`config.mk`:
```
export PLATFORM = sky130hd
export DESIGN_NAME = ospt_top
export DESIGN_NICKNAME = d
export VERILOG_FILES = /design/src/hw/ospt_chan_if_unused_placeholder_removed.sv /design/src/hw/ospt_pkg.sv /design/src/hw/ospt_chan_if.sv /design/src/hw/ospt_chan.sv /design/src/hw/ospt_top.sv
export VERILOG_INCLUDE_DIRS = /design/src /design/src/hw
export SDC_FILE = /design/constraint.sdc
export NUM_CORES = 1
export LEC_CHECK = 0
export BUFFER_PORTS_ARGS = -buffer_cell sky130_fd_sc_hd__buf_2
export CORE_MARGIN = 2
export CORE_UTILIZATION = 53
export CTS_BUF_LIST = sky130_fd_sc_hd__clkbuf_2
export CTS_CLUSTER_SIZE = 12
export DETAILED_ROUTE_END_ITERATION = 10
export HOLD_SLACK_MARGIN = 0.03
export PLACE_DENSITY = 0.73
export SLEW_MARGIN = 20
export SYNTH_ARGS = -nofsm -noshare
export SYNTH_HDL_FRONTEND = slang
export SYNTH_HIERARCHICAL = 1
export SYNTH_SLANG_ARGS = --single-unit
export TNS_END_PERCENT = 1
```
`constraint.sdc`:
```
create_clock -name aclk -period 7.3 [get_ports aclk]
set_input_delay 1.46 -clock aclk [delete_from_list [all_inputs] [get_ports aclk]]
set_output_delay 1.46 -clock aclk [all_outputs]
set_load 0.02 [all_outputs]
```
`src/hw/ospt_params.svh`:
```
// register map, field positions and reset values of the one-shot pulse timer
// How it works
// - one-shot pulse mode is selected when the three-bit mode field is 011.
// - setting count enable makes the timer wait for a trigger, not count.
// - a trigger moves the counter from ffff to 0000 and starts pulses.
// - after the pulse the counter reloads ffff, halts and waits again.
// - triggers arriving while a pulse is being output are ignored.
// - output k goes active after channel compare times count clock period.
// - output k stays active for period minus channel compare plus one periods.
// - period match interrupt comes on the count clock after the period match.
// - channel match interrupt comes in the cycle the counter equals its compare.
// - a trigger is the selected external edge or writing 1 to software trigger.
// - output 0 is active while counting and inactive while waiting.
// - each output has enable and level bits; level meaning differs for output 0.
// - edge select register holds trigger and event edge fields, top bits zero.
// - reading counter readback returns the current 16-bit counter value.
// - a channel compare above the period compare gives no pulse on it.
// - compare register writes reach the compare buffer at once.
// - clearing count enable halts counting.
// - lowered compares apply at once; counter wraps through ffff before matching.
`ifndef OSPT_PARAMS_SVH
`define OSPT_PARAMS_SVH
`define OSPT_ADDR_W 8
`define OSPT_OFS_CTL0 8'h00
`define OSPT_OFS_CTL1 8'h04
`define OSPT_OFS_IOC0 8'h08
`define OSPT_OFS_IOC2 8'h0c
`define OSPT_OFS_CNT 8'h10
`define OSPT_OFS_CCR0 8'h14
`define OSPT_OFS_CCR1 8'h18
`define OSPT_OFS_CCR2 8'h1c
`define OSPT_OFS_CCR3 8'h20
`define OSPT_OFS_STAT 8'h24
`define OSPT_CTL0_CE 7
`define OSPT_CTL1_EST 6
`define OSPT_MODE_ONESHOT 3'h3
`define OSPT_CKS_EVENT 3'h7
`define OSPT_CNT_IDLE 16'hffff
`define OSPT_CNT_START 16'h0000
`define OSPT_RST_REG8 8'h00
`define OSPT_RST_CCR 16'h0000
`define OSPT_IOC2_MASK 8'h0f
`define OSPT_RESP_OKAY 2'h0
`define OSPT_RESP_SLVERR 2'h2
`endif

```
`src/hw/ospt_chan_if_unused_placeholder_removed.sv`:
```
// intentionally empty compilation unit
`timescale 1ns/1ns
`default_nettype none
`default_nettype wire

```
`src/hw/ospt_pkg.sv`:
```
// types shared by the one-shot pulse timer modules
package ospt_pkg;
   typedef enum logic [2:0] {
      OSPT_IDLE = 3'b001,
      OSPT_WAIT = 3'b010,
      OSPT_RUN = 3'b100
   } ospt_state_t;
   typedef enum logic [1:0] {
      OSPT_EDGE_NONE = 2'h0,
      OSPT_EDGE_RISE = 2'h1,
      OSPT_EDGE_FALL = 2'h2,
      OSPT_EDGE_BOTH = 2'h3
   } ospt_edge_t;
endpackage

```
`src/hw/ospt_chan_if.sv`:
```
// per-channel link between the counter core and one compare channel
`timescale 1ns/1ns
`default_nettype none
interface ospt_chan_if;
   logic [15:0] cnt_nxt;
   logic load;
   logic clear;
   logic [15:0] period;
   logic [15:0] cmp;
   logic active;
   logic match;
   modport ctl (output cnt_nxt, output load, output clear, output period, output cmp,
                input active, input match);
   modport chan (input cnt_nxt, input load, input clear, input period, input cmp,
                 output active, output match);
endinterface
`default_nettype wire

```
`src/hw/ospt_chan.sv`:
```
// one compare channel: sets its active flag and match pulse on a counter match
`timescale 1ns/1ns
`default_nettype none
module ospt_chan
   import ospt_pkg::*;
(
   // clock and reset
   input wire logic aclk,
   input wire logic aresetn,
   // link to the counter core
   ospt_chan_if.chan ch
);
   logic active_r;
   logic match_r;
   logic hit;

   // a compare above the period can never be reached before the end
   assign hit = ch.load && (ch.cnt_nxt == ch.cmp) && (ch.cmp <= ch.period);

   // active from the match until the pulse ends
   always_ff @(posedge aclk) begin
      if (!aresetn) begin
         active_r <= 1'b0;
      end else if (ch.clear) begin
         active_r <= 1'b0;
      end else if (hit) begin
         active_r <= 1'b1;
      end
   end

   // match pulse lands with the output change, not one count later
   always_ff @(posedge aclk) begin
      if (!aresetn) begin
         match_r <= 1'b0;
      end else begin
         match_r <= hit && !ch.clear;
      end
   end

   assign ch.active = active_r;
   assign ch.match = match_r;
endmodule
`default_nettype wire

```
`src/hw/ospt_top.sv`:
```
// one-shot pulse timer with axi4-lite register access
//
// Added by the designer: the register addresses and the AXI4-Lite interface to the registers.
`timescale 1ns/1ns
`default_nettype none
`include "ospt_params.svh"
module ospt_top
   import ospt_pkg::*;
(
   // clock and reset
   input wire logic aclk,
   input wire logic aresetn,
   // axi4-lite write address and data
   input wire logic [`OSPT_ADDR_W-1:0] s_axi_awaddr,
   input wire logic [2:0] s_axi_awprot,
   input wire logic s_axi_awvalid,
   output logic s_axi_awready,
   input wire logic [31:0] s_axi_wdata,
   input wire logic [3:0] s_axi_wstrb,
   input wire logic s_axi_wvalid,
   output logic s_axi_wready,
   // axi4-lite write response
   output logic [1:0] s_axi_bresp,
   output logic s_axi_bvalid,
   input wire logic s_axi_bready,
   // axi4-lite read
   input wire logic [`OSPT_ADDR_W-1:0] s_axi_araddr,
   input wire logic [2:0] s_axi_arprot,
   input wire logic s_axi_arvalid,
   output logic s_axi_arready,
   output logic [31:0] s_axi_rdata,
   output logic [1:0] s_axi_rresp,
   output logic s_axi_rvalid,
   input wire logic s_axi_rready,
   // timer pins
   input wire logic ext_trigger_pin,
   input wire logic ext_event_pin,
   output logic output_zero_pin,
   output logic [3:1] pulse_output_pin,
   // match interrupts
   output logic period_match_irq,
   output logic [3:1] channel_match_irq
);
   localparam int NCH = 3;

   // register file
   logic [7:0] control_reg0_r;
   logic [7:0] control_reg1_r;
   logic [7:0] output_control_reg_r;
   logic [7:0] edge_select_reg_r;
   logic [15:0] ccr_r [0:NCH];
   // counter core
   ospt_state_t state_r;
   ospt_state_t state_nxt;
   logic [15:0] cnt_r;
   logic [15:0] cnt_nxt;
   logic [7:0] presc_r;
   logic tick;
   logic trig;
   logic sw_trig;
   logic ext_edge;
   logic evt_edge;
   logic mode_ok;
   logic run_end;
   logic cnt_load;
   logic [NCH:1] chan_act;
   logic [NCH:1] chan_match;
   // pin synchronisers
   logic [1:0] trg_sync_r;
   logic trg_prev_r;
   logic [1:0] evt_sync_r;
   logic evt_prev_r;
   // axi state
   logic aw_have_r;
   logic w_have_r;
   logic [`OSPT_ADDR_W-1:0] aw_addr_r;
   logic [31:0] wdata_r;
   logic [3:0] wstrb_r;
   logic wr_go;
   logic wr_hit;
   logic [31:0] rd_val;
   logic rd_hit;
   logic ar_take;

   // byte-lane merge of a write into the current register value
   function automatic logic [31:0] ospt_merge(input logic [31:0] old,
                                              input logic [31:0] nw,
                                              input logic [3:0] strb);
      logic [31:0] res;
      res = old;
      for (int b = 0; b < 4; b++) begin
         if (strb[b]) begin
            res[b*8 +: 8] = nw[b*8 +: 8];
         end
      end
      return res;
   endfunction

   // ---------------- axi4-lite write side ----------------
   // address and data are taken independently, one write at a time
   assign s_axi_awready = !aw_have_r && !s_axi_bvalid;
   assign s_axi_wready = !w_have_r && !s_axi_bvalid;
   assign wr_go = aw_have_r && w_have_r && !s_axi_bvalid;

   always_ff @(posedge aclk) begin
      if (!aresetn) begin
         aw_have_r <= 1'b0;
         aw_addr_r <= '0;
      end else if (s_axi_awvalid && s_axi_awready) begin
         aw_have_r <= 1'b1;
         aw_addr_r <= s_axi_awaddr;
      end else if (wr_go) begin
         aw_have_r <= 1'b0;
      end
   end

   always_ff @(posedge aclk) begin
      if (!aresetn) begin
         w_have_r <= 1'b0;
         wdata_r <= '0;
         wstrb_r <= '0;
      end else if (s_axi_wvalid && s_axi_wready) begin
         w_have_r <= 1'b1;
         wdata_r <= s_axi_wdata;
         wstrb_r <= s_axi_wstrb;
      end else if (wr_go) begin
         w_have_r <= 1'b0;
      end
   end

   // address decode for writes; counter and status are read-only
   always_comb begin
      unique case (aw_addr_r)
         `OSPT_OFS_CTL0, `OSPT_OFS_CTL1, `OSPT_OFS_IOC0, `OSPT_OFS_IOC2,
         `OSPT_OFS_CCR0, `OSPT_OFS_CCR1, `OSPT_OFS_CCR2, `OSPT_OFS_CCR3: wr_hit = 1'b1;
         default: wr_hit = 1'b0;
      endcase
   end

   // write response, slverr for an unmapped or read-only address
   always_ff @(posedge aclk) begin
      if (!aresetn) begin
         s_axi_bvalid <= 1'b0;
         s_axi_bresp <= `OSPT_RESP_OKAY;
      end else if (wr_go) begin
         s_axi_bvalid <= 1'b1;
         s_axi_bresp <= wr_hit ? `OSPT_RESP_OKAY : `OSPT_RESP_SLVERR;
      end else if (s_axi_bready) begin
         s_axi_bvalid <= 1'b0;
      end
   end

   // control and i/o control registers
   always_ff @(posedge aclk) begin
      if (!aresetn) begin
         control_reg0_r <= `OSPT_RST_REG8;
         control_reg1_r <= `OSPT_RST_REG8;
         output_control_reg_r <= `OSPT_RST_REG8;
         edge_select_reg_r <= `OSPT_RST_REG8;
      end else if (wr_go) begin
         if (aw_addr_r == `OSPT_OFS_CTL0) begin
            control_reg0_r <= 8'(ospt_merge({24'h0, control_reg0_r}, wdata_r,
                                 wstrb_r));
         end
         if (aw_addr_r == `OSPT_OFS_CTL1) begin
            // the software trigger bit never stores, it only fires a pulse
            control_reg1_r <= 8'(ospt_merge({24'h0, control_reg1_r}, wdata_r, wstrb_r))
                              & ~(8'h01 << `OSPT_CTL1_EST);
         end
         if (aw_addr_r == `OSPT_OFS_IOC0) begin
            output_control_reg_r <= 8'(ospt_merge({24'h0, output_control_reg_r}, wdata_r,
                                                  wstrb_r));
         end
         if (aw_addr_r == `OSPT_OFS_IOC2) begin
            edge_select_reg_r <= 8'(ospt_merge({24'h0, edge_select_reg_r}, wdata_r, wstrb_r))
                                 & `OSPT_IOC2_MASK;
         end
      end
   end

   // compare registers double as the compare buffers, so writes act at once
   always_ff @(posedge aclk) begin
      if (!aresetn) begin
         for (int i = 0; i <= NCH; i++) begin
            ccr_r[i] <= `OSPT_RST_CCR;
         end
      end else if (wr_go) begin
         for (int i = 0; i <= NCH; i++) begin
            if (aw_addr_r == `OSPT_OFS_CCR0 + 8'(4 * i)) begin
               ccr_r[i] <= 16'(ospt_merge({16'h0, ccr_r[i]}, wdata_r, wstrb_r));
            end
         end
      end
   end

   assign sw_trig = wr_go && (aw_addr_r == `OSPT_OFS_CTL1) && wstrb_r[0]
                    && wdata_r[`OSPT_CTL1_EST];

   // ---------------- axi4-lite read side ----------------
   assign s_axi_arready = !s_axi_rvalid;
   assign ar_take = s_axi_arvalid && s_axi_arready;

   // read mux, unmapped addresses read zero with slverr
   always_comb begin
      rd_hit = 1'b1;
      rd_val = 32'h0;
      unique case (s_axi_araddr)
         `OSPT_OFS_CTL0: rd_val = {24'h0, control_reg0_r};
         `OSPT_OFS_CTL1: rd_val = {24'h0, control_reg1_r};
         `OSPT_OFS_IOC0: rd_val = {24'h0, output_control_reg_r};
         `OSPT_OFS_IOC2: rd_val = {24'h0, edge_select_reg_r};
         `OSPT_OFS_CNT: rd_val = {16'h0, cnt_r};
         `OSPT_OFS_CCR0: rd_val = {16'h0, ccr_r[0]};
         `OSPT_OFS_CCR1: rd_val = {16'h0, ccr_r[1]};
         `OSPT_OFS_CCR2: rd_val = {16'h0, ccr_r[2]};
         `OSPT_OFS_CCR3: rd_val = {16'h0, ccr_r[3]};
         `OSPT_OFS_STAT: rd_val = {29'h0, state_r};
         default: rd_hit = 1'b0;
      endcase
   end

   always_ff @(posedge aclk) begin
      if (!aresetn) begin
         s_axi_rvalid <= 1'b0;
         s_axi_rdata <= 32'h0;
         s_axi_rresp <= `OSPT_RESP_OKAY;
      end else if (ar_take) begin
         s_axi_rvalid <= 1'b1;
         s_axi_rdata <= rd_val;
         s_axi_rresp <= rd_hit ? `OSPT_RESP_OKAY : `OSPT_RESP_SLVERR;
      end else if (s_axi_rready) begin
         s_axi_rvalid <= 1'b0;
      end
   end

   // ---------------- pins and count clock ----------------
   // two flops per pin; only the second stage and later feed edge logic
   always_ff @(posedge aclk) begin
      if (!aresetn) begin
         trg_sync_r <= 2'h0;
         trg_prev_r <= 1'b0;
         evt_sync_r <= 2'h0;
         evt_prev_r <= 1'b0;
      end else begin
         trg_sync_r <= {trg_sync_r[0], ext_trigger_pin};
         trg_prev_r <= trg_sync_r[1];
         evt_sync_r <= {evt_sync_r[0], ext_event_pin};
         evt_prev_r <= evt_sync_r[1];
      end
   end

   // edge selection for trigger and event inputs
   function automatic logic ospt_edge(input logic [1:0] sel, input logic cur,
                                      input logic prev);
      unique case (ospt_edge_t'(sel))
         OSPT_EDGE_NONE: return 1'b0;
         OSPT_EDGE_RISE: return cur && !prev;
         OSPT_EDGE_FALL: return !cur && prev;
         OSPT_EDGE_BOTH: return cur ^ prev;
      endcase
   endfunction

   assign ext_edge = ospt_edge(edge_select_reg_r[1:0], trg_sync_r[1], trg_prev_r);
   assign evt_edge = ospt_edge(edge_select_reg_r[3:2], evt_sync_r[1], evt_prev_r);

   // free-running prescaler; select 7 counts external events instead
   always_ff @(posedge aclk) begin
      if (!aresetn) begin
         presc_r <= 8'h00;
      end else begin
         presc_r <= presc_r + 8'h01;
      end
   end

   assign tick = (control_reg0_r[2:0] == `OSPT_CKS_EVENT) ? evt_edge :
                 ((presc_r & ((8'h01 << control_reg0_r[2:0]) - 8'h01)) ==
                  ((8'h01 << control_reg0_r[2:0]) - 8'h01));

   // ---------------- counter core ----------------
   assign mode_ok = (control_reg1_r[2:0] == `OSPT_MODE_ONESHOT);
   assign trig = ext_edge || sw_trig;
   assign run_end = (state_r == OSPT_RUN) && tick && (cnt_r == ccr_r[0]);

   // sequencing: wait for trigger, count once, return to waiting
   always_comb begin
      state_nxt = state_r;
      cnt_nxt = cnt_r;
      cnt_load = 1'b0;
      if (!control_reg0_r[`OSPT_CTL0_CE] || !mode_ok) begin
         state_nxt = OSPT_IDLE;
         cnt_nxt = `OSPT_CNT_IDLE;
      end else begin
         unique case (state_r)
            OSPT_IDLE: begin
               state_nxt = OSPT_WAIT;
            end
            OSPT_WAIT: begin
               if (trig) begin
                  state_nxt = OSPT_RUN;
                  cnt_nxt = `OSPT_CNT_START;
                  cnt_load = 1'b1;
               end
            end
            OSPT_RUN: begin
               // triggers are not looked at here at all
               if (run_end) begin
                  state_nxt = OSPT_WAIT;
                  cnt_nxt = `OSPT_CNT_IDLE;
               end else if (tick) begin
                  cnt_nxt = cnt_r + 16'h0001;
                  cnt_load = 1'b1;
               end
            end
            default: begin
               state_nxt = OSPT_IDLE;
            end
         endcase
      end
   end

   always_ff @(posedge aclk) begin
      if (!aresetn) begin
         state_r <= OSPT_IDLE;
         cnt_r <= `OSPT_CNT_IDLE;
      end else begin
         state_r <= state_nxt;
         cnt_r <= cnt_nxt;
      end
   end

   // period match flag rises one count clock after the match
   always_ff @(posedge aclk) begin
      if (!aresetn) begin
         period_match_irq <= 1'b0;
      end else begin
         period_match_irq <= run_end && control_reg0_r[`OSPT_CTL0_CE] && mode_ok;
      end
   end

   // ---------------- compare channels ----------------
   generate
      for (genvar k = 1; k <= NCH; k++) begin : g_ch
         ospt_chan_if cif ();
         assign cif.cnt_nxt = cnt_nxt;
         assign cif.load = cnt_load;
         assign cif.clear = (state_nxt != OSPT_RUN);
         assign cif.period = ccr_r[0];
         assign cif.cmp = ccr_r[k];
         assign chan_act[k] = cif.active;
         assign chan_match[k] = cif.match;
         ospt_chan u_chan (
            .aclk(aclk),
            .aresetn(aresetn),
            .ch(cif)
         );
      end
   endgenerate

   assign channel_match_irq = chan_match;

   // pin drivers, registered; disabled channel outputs rest low, disabled output 0 rests at its level bit
   always_ff @(posedge aclk) begin
      if (!aresetn) begin
         output_zero_pin <= 1'b0;
         pulse_output_pin <= '0;
      end else begin
         output_zero_pin <= output_control_reg_r[0] ? (state_r == OSPT_RUN)
                                                    : output_control_reg_r[1];
         for (int k = 1; k <= NCH; k++) begin
            pulse_output_pin[k] <= output_control_reg_r[2*k] &&
                                   (chan_act[k] ^ output_control_reg_r[2*k+1]);
         end
      end
   end
endmodule
`default_nettype wire
```
# Word level (Yosys, flattened, before mapping)

Memories as Yosys holds them, arrays and structs flattened.
Cells that the tools add are included.

Memories: 1
Output and inout bits: 49
Bits in writable memories: 64
Register bits after elaboration: 137
Logic and storage cells: 223

Mux-type cells: 83
Order comparisons: 3
Equality and inequality tests: 33
Shift-type cells: 1
Bitwise operators: 11
Reduce and logical (&&, ||, !) cells: 58
Add/subtract/negate cells: 3

Memory list:

| memory | words | bits a word | read ports | clocked after Yosys merged registers in | write ports | line           | source |
|---|---|---|---|---|---|---|---|
| ccr_r  | 4     | 16          | 4          | 0                                       | 4           | ospt_top.sv:51 | `logic [15:0] ccr_r [0:NCH];` |

Operator list:

| kind                  | count |
|---|---|
| $mux 8                | 32 |
| $pmux 16 s10          | 1 |
| $mux 16               | 8 |
| $eq 16x16->1          | 4 |
| $eq 8x5->1 const B    | 7 |
| $le 16x16->1          | 3 |
| $eq 8x4->1 const B    | 4 |
| $mux 1                | 32 |
| $pmux 16 s2           | 1 |
| $logic_and 1x1->1     | 30 |
| $eq 8x6->1 const B    | 3 |
| $add 16x1->16 const B | 1 |
| $eq 8x3->1 const B    | 2 |
| $logic_not 8->1       | 2 |
| $reduce_and 3->1      | 4 |
| $logic_not 1->1       | 11 |
| $reduce_or 10->1      | 1 |
| $mux 3                | 3 |
| $pmux 3 s3            | 1 |
| $add 8x1->8 const B   | 1 |
| $and 8x8->8           | 1 |
| $eq 2x2->1 const B    | 4 |
| $eq 8x8->1            | 1 |
| $pmux 1 s4            | 2 |
| 17 further kinds      | 33 |

# Longest topological paths before layout

Depth in word-level cells: 14
Mapped depth: 15

# Hierarchy

The synthesis kept the hierarchy.

By module, submodules not included:

| module    | seq. area each (sq um) | instances | area an instance (sq um) | cells each |
|---|---|---|---|---|
| ospt_top  | 4144.0                 | 1         | 8648.3                   | 884 |
| ospt_chan | 40.0                   | 3         | 711.9                    | 93 |

# Least setup slack after synthesis

Ideal clock, no wire load.

Path type: input to register
Start: input aresetn
End: memory ccr_r[0][0], enable pin
Slack: 4421 ps
Data arrival time: 2522 ps
Setup time: 357 ps
Cell stages on the path: 4
Buffers on the path: 3
Cells stage by stage: clkbuf_1 > clkbuf_1 > clkbuf_1 > o21ai_0

RTL lines:

| element            | line           | source |
|---|---|---|
| start: declaration | ospt_top.sv:12 | `input wire logic aresetn,` |
| end: declaration   | ospt_top.sv:51 |  |

==> metrics.md <==
| Metric | Value |
|---|---|
| Outcome | completed |
| CTS Buf Count | 17 |
| Gpl congestion | 0.9537 |
| Critical path's slowest cell | edfxtp_1 |
| Core area | 20100 µm² |
| Share of layout cells above drive strength 1 | 0.1302 |
| CP max stage delay | 0.66 ns |
| Cell Area, Synth | about 11000 µm² |
| Largest net degree at the start of global routing | 62 |
| EDFF count, synth | 64 |
| Setup Viol. Count Final | 0 |
| Ys async rst share | 0 |
| Drt first pass iters | 6 |
| Clock Latency Late Sink | 0.82 ns |
| Pwr Total | 1.809 mW |
| Grt ovf | 0 |
| Critical path arrival | 4.57 ns |
| Hold-fix buffer count after cts | 0 |
| Synth Area in XOR/XNOR | 0.05848 |
| Initial DRC count | 848 |
| MaxCap Viol Count | 0 |
| CP cell instances | xor2_1, nor4_1, nand4_2, nand3_1, nor3_1, o31ai_1, xnor2_1, nand4_1, nor4_1, nand2_1, a21oi_1 |
| Syn-to-layout area delta | 6.218% |
| Leak Pwr | 4.571 nW |
| Critical path buffers and inverters | 0 |
| Most frequent cells in the layout | 154 x nand2_1, 117 x dfxtp_1, 82 x and2_1, 73 x buf_2, 64 x edfxtp_1 |
| CP most frequent cell | nor4_1 |
| Synth area leader | dfxtp_1 |
| DRC | 0 |
| Power Dens Cells | about 160 nW/µm² |
| Antenna viol nets, final | 0 |
| Die span in x | ~150 µm |
| CTS tree | done |
| Crit Path Class | reg -> reg |
| Post-Route Skew | 0.04204 ns |
| Synth Area in Compound Gates | 0.1492 |
| Critical path required time | 8.03 ns |
| Per-cell routed wire length | 20.36 µm |
| Synth Flop Type | dfxtp_1 |
| Clock transition at path regs | about 0.29 ns |
| Antenna violations before repair | 1 |
| Starting Density | 0.5364 |
| Final period utilization | 0.5250 |
| Startpoint Class | register |
| Placed Area | 11220 µm² |
| Die Footprint | ~22000 µm² |
| Post-synthesis sequential area ratio | 0.3954 |
| Core Rows | 52 |
| Worst hold path class | reg -> reg |
| Synth Area in Simple Gates | 0.2453 |
| Nets | around 1300 |
| H-tree levels | 4 |
| Longest Clk Path Bufs | 2 |
| Yosys top cell area share | 0.2172 |
| Vias in the first global route | 8233 |
| Design area | 11450 µm² |
| Fin crit period | 3.833 ns |
| Mapped Avg Cell Area | around 9 µm² |
| Post-CTS Setup Repair Bufs | 0 |
| Adder-Cell Fraction of Synth Area | 0.06265 |
| Gr usage total | 0.2823 |
| Drt total wl | between 30000 and 40000 µm |
| M3 GR Usage | 0.05031 |
| Syn Inst Count | 1163 |
| Cts repair resizes | 0 |
| Final hold vios | 0 |
| Post-synthesis mux area share | 0.02993 |
| RSZ-0062 raised after global routing | no |
| Synth unique cells | 84 |
| Setup TNS | 0 ns |
| Syn. warnings | 6 |
| Slew Limit Fails | 0 |
| Reg2Reg Setup Slack | 3.47 ns |
| Least-Margin Pin Slew | 1.134 ns |
| IO buf count | 73 |
| DP HPWL | roughly 23000 µm |
| Clock sink total | 181 |
| Met1 usage | 0.3975 |
| CP Capture Type | register |
| GR Util met2 | 0.4399 |
| Fmax | roughly 0.26 GHz |
| Vias | between 8000 and 9000 |
| Commonest non-fill, non-tap cell in the layout | nand2_1 |
| VDD IR max | roughly 0.10 mV |
| CTS root buffer | clkbuf_2 |
| Synth Register Bits | roughly 180 |
| Top Ports | 116 |
| Crit path max-delay family | simple AND/OR/NAND/NOR gates |
| Normalized max-slew margin | 0.2362 |
| Vias per cell | approximately 6 |
| Layout Utilization | 0.5698 |
| First-pass GRT wire length | approximately 46000 µm |
| Die height | around 150 µm |
| Top cells by area, synth | dfxtp_1 22%, edfxtp_1 18%, ha_1 6.3% |
| GR peak layer | met2 |
| CP max FO | 18 |
| Main combinational cell family by area after synthesis | simple AND/OR/NAND/NOR gates |
## layer usage
metal,share of wire,vias to the layer above
met2,0.45,408
met4,0.028,0
met3,0.078,64
met1,0.45,4200
li1,-,4211
met5,0,-
## power by group
part           internal, mW  switching (mW)
Clock                 0.110           0.405
Sequential             1.07          0.0480
Combinational        0.0661           0.108
Total                  1.25           0.561
## worst min-delay path: cells and delay by family (launching register included)
family	cells	cell delay (ns)
AOI/OAI and AO/OA	1	0.05
and+or+nand+nor	1	0.05
DFF	1	0.38
## worst paths after layout
check / startpoint / end / cells after the start
setup / recovery: ccr_r[0][14] / g_ch[1].u_chan/ch.match / 11
hold / removal: s_axi_rdata[5] / s_axi_rdata[5] / 2
setup reg to reg: ccr_r[0][14] / g_ch[1].u_chan/ch.match / 11
hold reg to reg: s_axi_rdata[5] / s_axi_rdata[5] / 2
## layout make-up
cell class | count | area [µm²]
multi-input cells | 865 | 5972
clock buffers | 20 | 100.1
clock inverters | 12 | 120.1
inverters | 62 | 232.7
well taps | 270 | 337.8
diodes | 1 | 2.502
repair buffers | 81 | 425.4
flip-flops and latches | 181 | 4264
fillers | 1846 | 8650
## flip-flops by register name (all words and copies together), names as in the netlist, 2 cells and up
register,cells
ccr_r,64
cnt_r,16
s_axi_rdata,16
wdata_r,16
aw_addr_r,8
control_reg0_r,8
output_control_reg_r,8
control_reg1_r,7
presc_r,6
edge_select_reg_r,4
g_ch.u_chan/ch.active,3
g_ch.u_chan/ch.match,3
pulse_output_pin,3
state_r,3
evt_sync_r,2
trg_sync_r,2
wstrb_r,2
## synth_stat cells (5+ instances only)
cell	number
nor2_1	22
nor2_2	5
xnor2_1	42
a21oi_1	36
o221ai_1	16
buf_2	16
and2_1	82
a22o_1	7
nand3_1	36
and3_1	9
dfxtp_1	117
nand4b_1	7
a21boi_0	34
a22oi_1	30
nand2b_1	13
inv_1	62
nor3_1	14
nor2b_1	38
edfxtp_1	64
o211ai_1	11
a21boi_1	5
mux2i_1	30
ha_1	54
nand4_1	30
nand2_1	154
buf_4	22
o21ai_0	26
xor2_1	30
a211oi_1	7
nor4_1	12
clkbuf_1	31
## kinds of logic (layout without fill, tap and decap cells)
kind of cell / Yosys count / after routing
compound gates: 220 / 220
xor+xnor: 72 / 72
fa+ha+maj: 54 / 54
buf+inv: 134 / 175
flops: 181 / 181
mux: 32 / 32
other cells: 1 / 19
simple gates: 469 / 469
## stage by stage
| stage | hold WS, ns | worst slack [ns] | cells |
|---|---|---|---|
| floorplan | 0.4119 | 4.421 | 1180 |
| global placement | 0.4127 | 3.576 | 1459 |
| detailed placement | 0.4304 | 3.646 | 1459 |
| CTS | 0.4693 | 3.558 | 1491 |
| global route | 0.4938 | 3.240 | 1492 |
| finish | 0.4698 | 3.467 | 1492 |
Power figures use the tool's default switching activity.
